===== config.mk =====
export PLATFORM = sky130hd
export DESIGN_NAME = pmt_top
export DESIGN_NICKNAME = d
export VERILOG_FILES = /design/src/hw/pmt_pkg.sv /design/src/hw/pmt_top.sv
export SDC_FILE = /design/constraint.sdc
export NUM_CORES = 1
export LEC_CHECK = 0
export BUFFER_PORTS_ARGS = -buffer_cell sky130_fd_sc_hd__buf_2
export CAP_MARGIN = 0
export CORE_MARGIN = 5
export CORE_UTILIZATION = 44
export CTS_CLUSTER_DIAMETER = 40
export DETAILED_ROUTE_END_ITERATION = 8
export HOLD_SLACK_MARGIN = 0.06
export PLACE_DENSITY = 0.7
export SYNTH_ARGS = -nofsm -noshare
export SYNTH_HDL_FRONTEND = slang
export SYNTH_SLANG_ARGS = --single-unit
export TNS_END_PERCENT = 100

===== constraint.sdc =====
create_clock -name i_clock -period 3.62 [get_ports i_clock]
set_input_delay 0.362 -clock i_clock [delete_from_list [all_inputs] [get_ports i_clock]]
set_output_delay 0.362 -clock i_clock [all_outputs]
set_load 0.01 [all_outputs]

===== src/hw/pmt_pkg.sv =====
// constants and divider table for the periodic modulo tick counter
package pmt_pkg;

   // ********************************************************
   // bus geometry
   // ********************************************************
   localparam int ADDR_W = 16;
   localparam int DATA_W = 32;
   localparam int IDX_W = 14;

   // ********************************************************
   // register indices (byte address is four times the index)
   // ********************************************************
   localparam logic [IDX_W-1:0] IDX_MOD_HI = 14'h306C;
   localparam logic [IDX_W-1:0] IDX_MOD_LO = 14'h306D;
   localparam logic [IDX_W-1:0] IDX_CNT_HI = 14'h306E;
   localparam logic [IDX_W-1:0] IDX_CNT_LO = 14'h306F;
   localparam logic [IDX_W-1:0] IDX_STATUS = 14'h3070;
   localparam logic [IDX_W-1:0] IDX_MASK = 14'h3071;
   localparam logic [IDX_W-1:0] IDX_CONFIG = 14'h3072;

   // ********************************************************
   // field positions
   // ********************************************************
   localparam int FLAG_BIT = 0;
   localparam int ENABLE_BIT = 0;
   localparam int SRC_LSB = 6;
   localparam int SRC_MSB = 7;
   localparam int DIV_LSB = 0;
   localparam int DIV_MSB = 2;

   // ********************************************************
   // reset values and codes
   // ********************************************************
   localparam logic [15:0] MOD_RESET = 16'h0000;
   localparam logic [15:0] CNT_RESET = 16'h0000;
   localparam logic [1:0] SRC_RESET = 2'h0;
   localparam logic [2:0] DIV_RESET = 3'h0;
   localparam logic [2:0] DIV_OFF = 3'h0;
   localparam logic [1:0] SRC_EXT = 2'h0;
   localparam logic [1:0] SRC_LPO = 2'h1;
   localparam logic [1:0] RESP_OKAY = 2'h0;
   localparam logic [1:0] RESP_SLVERR = 2'h2;
   localparam int NUM_OSC = 2;

   // ********************************************************
   // divider ratios in source edges
   // ********************************************************
   localparam logic [11:0] DIV_BIN_BASE = 12'h001;
   localparam logic [11:0] DIV_X1_BASE = 12'h080;
   localparam logic [11:0] DIV_DEC_SHORT = 12'h064;
   localparam logic [11:0] DIV_DEC_LONG = 12'h3E8;
   localparam logic [2:0] DIV_CODE_SHORT = 3'h6;
   localparam logic [2:0] DIV_CODE_LONG = 3'h7;

endpackage


===== src/hw/pmt_top.sv =====
// periodic modulo tick counter with an axi4-lite register slave
//
// The AXI4-Lite register port was decided locally.
`timescale 1ns/1ns
`default_nettype none

module pmt_top
   import pmt_pkg::*;
(
   input wire logic i_clock,
   input wire logic i_reset,
   input wire logic i_ext_osc,
   input wire logic i_onchip_osc,
   input wire logic [ADDR_W-1:0] i_awaddr,
   input wire logic i_awvalid,
   output logic o_awready,
   input wire logic [DATA_W-1:0] i_wdata,
   input wire logic [3:0] i_wstrb,
   input wire logic i_wvalid,
   output logic o_wready,
   output logic [1:0] o_bresp,
   output logic o_bvalid,
   input wire logic i_bready,
   input wire logic [ADDR_W-1:0] i_araddr,
   input wire logic i_arvalid,
   output logic o_arready,
   output logic [DATA_W-1:0] o_rdata,
   output logic [1:0] o_rresp,
   output logic o_rvalid,
   input wire logic i_rready,
   output logic o_irq
);

   // ********************************************************
   // declarations
   // ********************************************************
   logic awready_r, wready_r, bvalid_r, arready_r, rvalid_r, irq_r;
   logic [1:0] bresp_r, rresp_r;
   logic [DATA_W-1:0] rdata_r;
   logic [ADDR_W-1:0] aw_addr_r;
   logic [7:0] w_byte_r;
   logic w_lane_r;
   logic [NUM_OSC-1:0] osc_s1_r, osc_s2_r, osc_s3_r;
   logic [NUM_OSC-1:0] osc_edge;
   logic [15:0] mod_buf_r, cmp_r, cnt_r;
   logic [11:0] ps_cnt_r;
   logic [11:0] ps_period;
   logic [1:0] src_sel_r;
   logic [2:0] div_sel_r;
   logic flag_r, irq_en_r;
   logic flag_nxt, irq_en_nxt;
   logic wr_go, wr_hit, wr_mod, wr_cfg, wr_status, wr_mask;
   logic [IDX_W-1:0] wr_idx, rd_idx;
   logic [1:0] new_src;
   logic [2:0] new_div;
   logic cfg_change, div_start, src_edge, tick, wrap, clr_cnt;
   logic [7:0] rd_byte;
   logic rd_hit;

   assign o_awready = awready_r;
   assign o_wready = wready_r;
   assign o_bvalid = bvalid_r;
   assign o_bresp = bresp_r;
   assign o_arready = arready_r;
   assign o_rvalid = rvalid_r;
   assign o_rdata = rdata_r;
   assign o_rresp = rresp_r;
   assign o_irq = irq_r;

   // ********************************************************
   // oscillator synchronisers
   // ********************************************************
   // edges synchronised first
   generate
      for (genvar g = 0; g < NUM_OSC; g++) begin : g_osc
         always_ff @(posedge i_clock) begin
            if (i_reset) begin
               osc_s1_r[g] <= 1'b0;
               osc_s2_r[g] <= 1'b0;
               osc_s3_r[g] <= 1'b0;
            end else begin
               osc_s1_r[g] <= (g == 0) ? i_ext_osc : i_onchip_osc;
               osc_s2_r[g] <= osc_s1_r[g];
               osc_s3_r[g] <= osc_s2_r[g];
            end
         end
         assign osc_edge[g] = osc_s2_r[g] & ~osc_s3_r[g];
      end
   endgenerate

   // ********************************************************
   // write channel capture
   // ********************************************************
   // address and data are taken in either order; the write is done
   // once both are held and no response is outstanding
   assign wr_go = !awready_r && !wready_r && !bvalid_r;
   assign wr_idx = aw_addr_r[ADDR_W-1:2];
   assign wr_mod = wr_go && w_lane_r &&
                   (wr_idx == IDX_MOD_HI || wr_idx == IDX_MOD_LO);
   assign wr_cfg = wr_go && w_lane_r && wr_idx == IDX_CONFIG;
   assign wr_status = wr_go && w_lane_r && wr_idx == IDX_STATUS;
   assign wr_mask = wr_go && w_lane_r && wr_idx == IDX_MASK;
   assign wr_hit = wr_idx inside {IDX_MOD_HI, IDX_MOD_LO, IDX_CNT_HI,
                                  IDX_CNT_LO, IDX_STATUS, IDX_MASK,
                                  IDX_CONFIG};

   always_ff @(posedge i_clock) begin
      if (i_reset) begin
         awready_r <= 1'b1;
         wready_r <= 1'b1;
         bvalid_r <= 1'b0;
         bresp_r <= RESP_OKAY;
         aw_addr_r <= '0;
         w_byte_r <= 8'h00;
         w_lane_r <= 1'b0;
      end else begin
         if (awready_r && i_awvalid) begin
            awready_r <= 1'b0;
            aw_addr_r <= i_awaddr;
         end
         if (wready_r && i_wvalid) begin
            wready_r <= 1'b0;
            w_byte_r <= i_wdata[7:0];
            w_lane_r <= i_wstrb[0];
         end
         if (wr_go) begin
            awready_r <= 1'b1;
            wready_r <= 1'b1;
            bvalid_r <= 1'b1;
            bresp_r <= wr_hit ? RESP_OKAY : RESP_SLVERR;
         end else if (bvalid_r && i_bready) begin
            bvalid_r <= 1'b0;
         end
      end
   end

   // ********************************************************
   // read channel
   // ********************************************************
   assign rd_idx = i_araddr[ADDR_W-1:2];

   always_comb begin
      rd_byte = 8'h00;
      rd_hit = 1'b1;
      unique case (rd_idx)
         IDX_MOD_HI: rd_byte = mod_buf_r[15:8];
         IDX_MOD_LO: rd_byte = mod_buf_r[7:0];
         IDX_CNT_HI: rd_byte = cnt_r[15:8];
         IDX_CNT_LO: rd_byte = cnt_r[7:0];
         IDX_STATUS: rd_byte[FLAG_BIT] = flag_r;
         IDX_MASK: rd_byte[ENABLE_BIT] = irq_en_r;
         IDX_CONFIG: begin
            rd_byte[SRC_MSB:SRC_LSB] = src_sel_r;
            rd_byte[DIV_MSB:DIV_LSB] = div_sel_r;
         end
         default: rd_hit = 1'b0;
      endcase
   end

   always_ff @(posedge i_clock) begin
      if (i_reset) begin
         arready_r <= 1'b1;
         rvalid_r <= 1'b0;
         rdata_r <= '0;
         rresp_r <= RESP_OKAY;
      end else if (arready_r && i_arvalid) begin
         arready_r <= 1'b0;
         rvalid_r <= 1'b1;
         rdata_r <= {24'h000000, rd_byte};
         rresp_r <= rd_hit ? RESP_OKAY : RESP_SLVERR;
      end else if (rvalid_r && i_rready) begin
         rvalid_r <= 1'b0;
         arready_r <= 1'b1;
      end
   end

   // ********************************************************
   // configuration
   // ********************************************************
   assign new_src = w_byte_r[SRC_MSB:SRC_LSB];
   assign new_div = w_byte_r[DIV_MSB:DIV_LSB];
   assign cfg_change = wr_cfg &&
                       (new_src != src_sel_r || new_div != div_sel_r);
   assign div_start = cfg_change && new_div != DIV_OFF;

   always_ff @(posedge i_clock) begin
      if (i_reset) begin
         src_sel_r <= SRC_RESET;
         div_sel_r <= DIV_RESET;
      end else if (wr_cfg) begin
         src_sel_r <= new_src;
         div_sel_r <= new_div;
      end
   end

   // ********************************************************
   // divider table
   // ********************************************************
   // decimal ratios sit on the two top codes of the x1 table only
   function automatic logic [11:0] pmt_div_period(input logic [2:0] code,
                                                   input logic src_lsb);
      logic [11:0] p;
      p = DIV_BIN_BASE;
      if (!src_lsb) begin
         p = DIV_BIN_BASE << (code - 3'h1);
      end else begin
         unique case (code)
            DIV_CODE_SHORT: p = DIV_DEC_SHORT;
            DIV_CODE_LONG: p = DIV_DEC_LONG;
            default: p = DIV_X1_BASE << (code - 3'h1);
         endcase
      end
      return p;
   endfunction

   // ********************************************************
   // prescaler
   // ********************************************************
   // source routing
   always_comb begin
      unique case (src_sel_r)
         SRC_EXT: src_edge = osc_edge[0];
         SRC_LPO: src_edge = osc_edge[1];
         default: src_edge = 1'b1;
      endcase
   end

   assign ps_period = pmt_div_period(div_sel_r, src_sel_r[0]);
   assign tick = div_sel_r != DIV_OFF && src_edge &&
                 ps_cnt_r == ps_period - 12'h001 && !cfg_change;

   always_ff @(posedge i_clock) begin
      if (i_reset || cfg_change || div_sel_r == DIV_OFF) begin
         ps_cnt_r <= 12'h000;
      end else if (src_edge) begin
         ps_cnt_r <= tick ? 12'h000 : ps_cnt_r + 12'h001;
      end
   end

   // ********************************************************
   // modulo buffer and compare value
   // ********************************************************
   // modulo reset to zero
   always_ff @(posedge i_clock) begin
      if (i_reset) begin
         mod_buf_r <= MOD_RESET;
      end else if (wr_mod && wr_idx == IDX_MOD_HI) begin
         mod_buf_r[15:8] <= w_byte_r;
      end else if (wr_mod) begin
         mod_buf_r[7:0] <= w_byte_r;
      end
   end

   always_ff @(posedge i_clock) begin
      if (i_reset) begin
         cmp_r <= MOD_RESET;
      end else if (wrap || div_start) begin
         cmp_r <= mod_buf_r;
      end
   end

   // ********************************************************
   // main counter
   // ********************************************************
   // clear sources
   assign clr_cnt = wr_mod || cfg_change;
   assign wrap = tick && cnt_r == cmp_r && !clr_cnt;

   always_ff @(posedge i_clock) begin
      if (i_reset || clr_cnt) begin
         cnt_r <= CNT_RESET;
      end else if (wrap) begin
         cnt_r <= CNT_RESET;
      end else if (tick) begin
         cnt_r <= cnt_r + 16'h0001;
      end
   end

   // ********************************************************
   // flag, enable and interrupt
   // ********************************************************
   // flag on modulo-to-zero step
   assign flag_nxt = wrap ||
                     (flag_r && !(wr_status && w_byte_r[FLAG_BIT]));
   assign irq_en_nxt = wr_mask ? w_byte_r[ENABLE_BIT] : irq_en_r;

   always_ff @(posedge i_clock) begin
      if (i_reset) begin
         flag_r <= 1'b0;
         irq_en_r <= 1'b0;
         irq_r <= 1'b0;
      end else begin
         flag_r <= flag_nxt;
         irq_en_r <= irq_en_nxt;
         irq_r <= flag_nxt && irq_en_nxt;
      end
   end
endmodule // pmt_top

`default_nettype wire


==> impl_results.rst, run 1 <==
.. list-table::
   :header-rows: 1

   * - Metric
     - Value
   * - Detailed-route DRC error count
     - 0
   * - Share of synthesized registers carrying an async set or reset
     - 0%
   * - First-pass GRT wire length
     - 23200 um
   * - Number of clock buffers inserted by TritonCTS
     - 9
   * - Sinks on the clock net
     - 112
   * - Detail Route Antenna Nets
     - 0
   * - Nature of the critical path endpoint
     - register
   * - Crit. Startpoint
     - src_sel_r[0]
   * - Clock edge transition at the registers on the reported setup and hold paths
     - 0.07 ns
   * - Floorplan core area
     - 0.0132 mm^2
   * - # setup viols final
     - 0
   * - Leakage power
     - 2.61 nW
   * - Switching Fraction
     - 23.4%
   * - Post-CTS setup buffer count
     - 0
   * - Die area
     - 0.0159 mm^2
   * - Height of the chip
     - 126 um
   * - Kind of path behind the tightest hold check
     - primary input to register
   * - Maximum vdd ir drop
     - 0.208 mV
   * - CTS hold repair buffers
     - 0
   * - Detail-routed net length per standard cell
     - 15.1 um
   * - Critical path class
     - register to register
   * - Sequential group share of total power
     - 52.8%
   * - Cell type with the largest total area after synthesis
     - dfxtp_1
   * - Overall die width
     - 126 um
   * - Clock tree buffer depth
     - 2
   * - Number of gates given a new drive strength after cts
     - 0
   * - Total of warnings raised by yosys
     - 0
   * - Detailed placer's ending HPWL
     - 10100 um
   * - Number of antenna violations at the first check in global routing
     - 0
   * - Number of enable-type register cells in the synthesized netlist
     - 0
   * - Ant diodes
     - 0
   * - Number of placed I/O pins
     - 119
   * - Total buffers and inverters traversed by the critical path
     - 1
   * - Final nets
     - 811
   * - DR iter-0 viols
     - 402
   * - Maximum number of pins on one net before global-route repair
     - 73
   * - Startpoint type of the worst setup path
     - register
   * - Gr usage total
     - 17.5%
   * - Cell with the largest stage delay on the worst path
     - dfxtp_1
   * - Final estimated routing congestion in global placement
     - 0.858
   * - Layout cells sized above 1
     - 14.1%
   * - Area growth syn-to-layout
     - 9.07%
   * - Cell internal pwr
     - 1.87 mW
   * - Unique cell type count in the Yosys netlist
     - 69
   * - Cells after synthesis
     - 700
   * - I/O Buffers
     - 61
   * - Proportion of netlist area held by the largest area contributor
     - 37.9%
   * - Top Family by Delay on Critical Path
     - simple AND/OR/NAND/NOR gates
   * - Pre-Repair DR Iteration Count
     - 5
   * - Transition time at the pin with the least slew margin
     - 0.708 ns
   * - Register bit total from synthesis
     - 112
   * - Cell chain of the critical path
     - nor2_1 > nand3_1 > ha_1 > nand2_1 > a32oi_1 > o211a_1 > a2111o_1 > nor3_2 > nand3_2 > buf_4 > or3_1 > o41ai_1
   * - H-tree lvl count
     - 3
   * - Relative slew slack
     - 52.8%
   * - Reg-to-Reg Start
     - src_sel_r[0]
   * - Aggregate routed wire length
     - 13700 um
   * - Required arrival time at the worst endpoint
     - 3.87 ns
   * - Top post-synthesis cells by area
     - dfxtp_1 (38%), a21oi_1 (5.5%), mux2i_1 (5.2%)
   * - Setup repair after global routing missed its margin
     - no
   * - CP Max Fanout
     - 34
   * - Startpoint of the tightest hold check path
     - i_ext_osc
   * - CTS tree
     - built
   * - Effective utilization at floorplan
     - 44.8%
   * - Total count of max-transition violations in the final report
     - 0
   * - Via density
     - 5.47
   * - Pwr per Cell Area
     - 378 mW/mm^2
   * - Clock latency reported for the late side of the worst-skew pair
     - 0.35 ns
   * - Cell Rows
     - 42
   * - Number of global-route vias before repair
     - 4760
   * - Post-synthesis instance area
     - 0.00592 mm^2
   * - Final cell area excluding filler cells
     - 0.00645 mm^2
   * - Longest individual stage delay on the worst path
     - 0.41 ns
   * - Switching power of the nets
     - 569 uW
   * - Run status
     - finished clean
   * - Arrival time of data at the critical path endpoint
     - 3.44 ns
   * - Number of max-cap violations
     - 0
   * - Aggregate negative setup slack
     - 0 ns
   * - Remaining Overflow, GRT
     - 0
   * - Clock period minus final worst setup slack
     - 3.19 ns
   * - Combinational power share
     - 6.0%
   * - Maximum clock frequency
     - 313 MHz
   * - Portion of the clock cycle consumed by the worst path in the final layout
     - 88.1%
   * - Primary FF master, synth
     - dfxtp_1
   * - Fraction of the yosys area taken by sequential cells
     - 37.9%
   * - Part of the total power dissipated in the clock network
     - 41.2%
   * - Via count
     - 4980
   * - Area after detailed placement
     - 0.00616 mm^2
   * - Syn Area/Cell
     - 8.45 um^2
   * - CTS root buffer
     - clkbuf_16
   * - Final clock skew
     - 0.00849 ns
   * - Number of hold violations in the final report
     - 0
[cells by family (layout without fill, tap and decap cells)]
family / after synthesis / count (layout) / synth area share [%]
AO/OA/AOI/OAI: 131 / 131 / 13.7
XOR/XNOR: 38 / 38 / 5.63
adder cells (fa/ha/maj): 3 / 3 / 0.635
buffers and inverters: 85 / 95 / 8.29
flip-flops: 112 / 112 / 37.9
multiplexers: 39 / 39 / 8.29
other: 1 / 26 / 0.0634
AND/OR/NAND/NOR: 291 / 291 / 25.4
[routing by layer]
layer	up-vias	GRT usage, %	share of wire [%]
met5	-	0	0
met4	0	7.26	2.3
met3	22	2.62	3.9
met2	119	29.5	49
met1	2367	22.5	44
li1	2472	-	-
[through the flow]
step,power [mW],setup WS (ns),std cells,utilization [%],hold WS [ns]
after floorplan,1.43,0.544,725,-,0.414
after global placement,1.46,0.519,896,46.7,0.437
after detailed placement,1.46,0.479,896,46.7,0.440
after CTS,2.46,0.451,911,48.9,0.199
after global routing,2.53,0.168,911,48.9,0.219
final,2.44,0.430,911,48.9,0.208
[power groups by stage]
| stage | clock (mW) | sequential, mW | combinational [mW] |
|---|---|---|---|
| 4_1_cts | 1.03 | 1.29 | 0.147 |
| 3_5_place_dp | 0 | 1.32 | 0.146 |
| 2_1_floorplan | 0 | 1.31 | 0.118 |
| 6_report | 1.00 | 1.29 | 0.146 |
| 3_3_place_gp | 0 | 1.31 | 0.142 |
| 5_1_grt | 1.08 | 1.29 | 0.166 |
[final timing paths]
check                endpoint  slack (ns)  cells after the start
setup / recovery    cnt_r[15]        0.43                     12
hold / removal    osc_s1_r[0]        0.21                      2
setup reg to reg    cnt_r[15]        0.43                     12
hold reg to reg   osc_s2_r[0]        0.45                      1
[flip-flops by register name (all words and copies together) (netlist names)]
name,count
o_arready,1
o_rdata,8
osc_s1_r,2
aw_addr_r,14
ps_cnt_r,12
osc_s3_r,2
o_irq,1
cmp_r,16
o_rresp,1
div_sel_r,3
src_sel_r,2
irq_en_r,1
w_byte_r,8
o_rvalid,1
o_bresp,1
mod_buf_r,16
cnt_r,16
flag_r,1
o_bvalid,1
o_awready,1
w_lane_r,1
osc_s2_r,2
o_wready,1
[cell usage in the layout (no fill, tap or decap), types with 6 or more instances in the layout]
master / count
nor2_1: 69
nand3_1: 33
a211oi_1: 6
inv_1: 10
and3_1: 14
clkbuf_16: 9
dfxtp_1: 112
buf_2: 61
xor2_1: 12
nand4_1: 9
nand2b_1: 9
or4_1: 12
o21ai_0: 18
xnor2_1: 26
a21oi_1: 65
nand2_1: 74
nor3_1: 16
nor2b_1: 16
mux2i_1: 31
conb_1: 26
buf_4: 9
mux4_2: 8
[cells in the mapped netlist, types with 2 or more instances]
master	instances
nand3b_1	4
nor2_1	69
nor2b_1	16
nand4_1	9
nor3_1	16
and3_1	14
o211a_1	2
o211ai_1	2
inv_1	10
buf_2	5
clkbuf_1	31
a21boi_0	5
mux4_2	8
nand4b_1	2
a31oi_1	5
nor3_2	5
nand3_1	33
dfxtp_1	112
and2_1	3
a21oi_1	65
ha_1	3
nor4_1	3
buf_6	8
a221oi_1	3
o21ai_0	18
nor3b_1	2
a22oi_1	3
o21a_1	3
or4_1	12
buf_4	28
or3_1	5
mux2i_1	31
nand2_1	74
and4_1	3
nand2b_1	9
a211oi_1	6
xnor2_1	26
and2b_1	2
a32oi_1	2
buf_1	3
xor2_1	12
[layout make-up]
cell class,instances,area (um^2)
clock inverter,4,53.8
sequential,112,2240
inverter,10,37.5
timing repair buffer,70,373
fill,1248,6740
clock buffer,11,243
tap,176,220
multi-input combinational,528,3280
Note: power is estimated with default switching activity, not from simulation.
==> run 2, diff against run 1 <==
==> constraint.sdc (replaced) <==
create_clock -name i_clock -period 3.62 [get_ports i_clock]
set_input_delay 0 -clock i_clock [delete_from_list [all_inputs] [get_ports i_clock]]
set_output_delay 0 -clock i_clock [all_outputs]
set_load 0.01 [all_outputs]
==> run 2 against run 1 <==
Wire length grew 5.0%. Die area is the same. Setup slack lost 0.16 ns. Total power grew 1.1%. Global-route usage grew 0.70 points. Count of clock-buffer cells in the layout shrank 2. Final area grew 5.8%. Critical endpoint unchanged. Core utilization grew 2.9 points.
==> impl_results.rst, run 2 (synthesis gave the netlist of run 1 again) <==
.. list-table::
   :header-rows: 1

   * - Metric
     - Value
   * - Run status
     - finished clean
   * - Relative slew slack
     - 44.4%
   * - Clock latency reported for the late side of the worst-skew pair
     - 0.36 ns
   * - CTS root buffer
     - clkbuf_16
   * - Largest registers
     - cmp_r x16, cnt_r x16, mod_buf_r x16
   * - Via count
     - 5155
   * - WHS Path Cells
     - 4
   * - Transition time at the pin with the least slew margin
     - 0.833 ns
   * - Layout cells sized above 1
     - 13.6%
   * - Worst R2R Setup Slack
     - 0.27 ns
   * - Worst hold margin
     - 0.130 ns
   * - Aggregate routed wire length
     - 14400 um
   * - Detailed placer's ending HPWL
     - 10200 um
   * - Clock edge transition at the registers on the reported setup and hold paths
     - 0.08 ns
   * - Switching power of the nets
     - 633 uW
   * - Number of global-route vias before repair
     - 4944
   * - First-pass GRT wire length
     - 24100 um
   * - Number of gates given a new drive strength after cts
     - 0
   * - Startpoint of the tightest hold check path
     - i_araddr[15]
   * - Worst Reg2Reg Path Length in Cells
     - 12
   * - Effective utilization at floorplan
     - 44.8%
   * - Die area
     - 0.0159 mm^2
   * - Arrival time of data at the critical path endpoint
     - 3.60 ns
   * - Final estimated routing congestion in global placement
     - 0.875
   * - Setup repair after global routing missed its margin
     - no
   * - Floorplan core area
     - 0.0132 mm^2
   * - I/O Buffers
     - 61
   * - Number of hold violations in the final report
     - 0
   * - Sinks on the clock net
     - 112
   * - Via density
     - 5.43
   * - Part of the total power dissipated in the clock network
     - 40.5%
   * - Maximum vdd ir drop
     - 0.227 mV
   * - Pre-Repair DR Iteration Count
     - 5
   * - Final nets
     - 848
   * - Gr usage total
     - 18.2%
   * - Critical path class
     - register to register
   * - Reg-to-Reg Start
     - src_sel_r[0]
   * - Combinational power share
     - 7.3%
   * - H-tree lvl count
     - 3
   * - Switching Fraction
     - 25.7%
   * - Required arrival time at the worst endpoint
     - 3.87 ns
   * - Number of max-cap violations
     - 0
   * - Ant diodes
     - 0
   * - Nature of the critical path endpoint
     - register
   * - Area growth syn-to-layout
     - 15.4%
   * - Destination of the worst register-to-register timing path
     - cnt_r[15]
   * - Final clock skew
     - 0.0103 ns
   * - Kind of path behind the tightest hold check
     - primary input to register
   * - Remaining Overflow, GRT
     - 0
   * - Height of the chip
     - 126 um
   * - Cell internal pwr
     - 1.83 mW
   * - Most common library cell in the layout ignoring fill and taps
     - dfxtp_1
   * - Detail Route Antenna Nets
     - 0
   * - Sequential group share of total power
     - 52.2%
   * - Detailed-route DRC error count
     - 0
   * - Maximum number of pins on one net before global-route repair
     - 85
   * - Post-CTS setup buffer count
     - 0
   * - Overall die width
     - 126 um
   * - Portion of the clock cycle consumed by the worst path in the final layout
     - 92.5%
   * - Cell Rows
     - 42
   * - Clock period minus final worst setup slack
     - 3.35 ns
   * - Maximum clock frequency
     - 299 MHz
   * - Startpoint type of the worst setup path
     - register
   * - Leakage power
     - 2.75 nW
   * - Number of antenna violations at the first check in global routing
     - 0
   * - Clock tree buffer depth
     - 2
   * - Pwr per Cell Area
     - 361 mW/mm^2
   * - Number of placed I/O pins
     - 119
   * - # setup viols final
     - 0
   * - WHS Endpoint
     - o_rdata[7]
   * - Detail-routed net length per standard cell
     - 15.2 um
   * - CTS tree
     - built
   * - Total count of max-transition violations in the final report
     - 0
   * - Aggregate negative setup slack
     - 0 ns
   * - DR iter-0 viols
     - 383
   * - Number of clock buffers inserted by TritonCTS
     - 9
   * - Highest-count cells in the layout ignoring fill and taps
     - dfxtp_1 (112), nand2_1 (74), nor2_1 (69)
   * - CP Max Fanout
     - 34
-- run 2: layout make-up --
cell class              count  area, um^2
flip-flops and latches    112        2240
well taps                 176         220
repair buffers            107         746
clock buffers               9         225
inverters                  10        37.5
fillers                  1232        6360
clock inverters             7        75.1
multi-input cells         528        3280
-- run 2: worst max-delay path, cell delays in order, from the launching register on --
cell and delay, ns:
dfxtp_1 0.43, nor2_1 0.29, nand3_1 0.18, ha_1 0.32, nand2_1 0.10, a32oi_1 0.06, o211a_1 0.22, a2111o_1 0.39
nor3_2 0.14, nand3_2 0.09, buf_4 0.24, or3_1 0.40, o41ai_1 0.35
-- run 2: per-stage QoR --
| stage | utilization (%) | total power, mW | instance area [um^2] | worst slack, ns | instances |
|---|---|---|---|---|---|
| 4_1_cts | 51.8 | 2.48 | 6830 | 0.319 | 949 |
| 2_1_floorplan | - | 1.43 | 6010 | 0.544 | 725 |
| 5_1_grt | 51.8 | 2.55 | 6830 | 0.0795 | 949 |
| 6_report | 51.8 | 2.46 | 6830 | 0.270 | 949 |
| 3_5_place_dp | 46.6 | 1.46 | 6150 | 0.367 | 895 |
| 3_3_place_gp | 46.6 | 1.46 | 6150 | 0.473 | 895 |
-- run 2: power by group through the flow --
stage	Sequential [mW]	Clock (mW)	Combinational, mW
2_1_floorplan	1.31	0	0.118
3_3_place_gp	1.31	0	0.142
3_5_place_dp	1.32	0	0.147
4_1_cts	1.29	1.01	0.179
5_1_grt	1.29	1.06	0.201
6_report	1.29	0.997	0.180
-- run 2: repair_timing --
item	4_1_cts	5_1_grt
setup endpoints to repair	0	0
hold buffers	38	0
hold endpoints to repair	30	0
-- run 2: how the worst max path moves through the flow --
stage / from / end / slack (ns) / cells past startpoint
after floorplan: src_sel_r[0] / cnt_r[13] / 0.54 / 14
after global placement: src_sel_r[0] / cnt_r[15] / 0.47 / 12
after detailed placement: src_sel_r[0] / cnt_r[15] / 0.37 / 12
after CTS: src_sel_r[0] / cnt_r[15] / 0.32 / 12
after global routing: src_sel_r[0] / cnt_r[15] / 0.08 / 12
final: src_sel_r[0] / cnt_r[15] / 0.27 / 12
-- run 2: routing by layer --
metal	vias up	share of wire [%]	global-route usage (%)
met2	108	51	31.7
met5	-	0	0
met3	26	3.9	2.41
li1	2554	-	-
met4	0	2.4	7.51
met1	2467	43	22.8
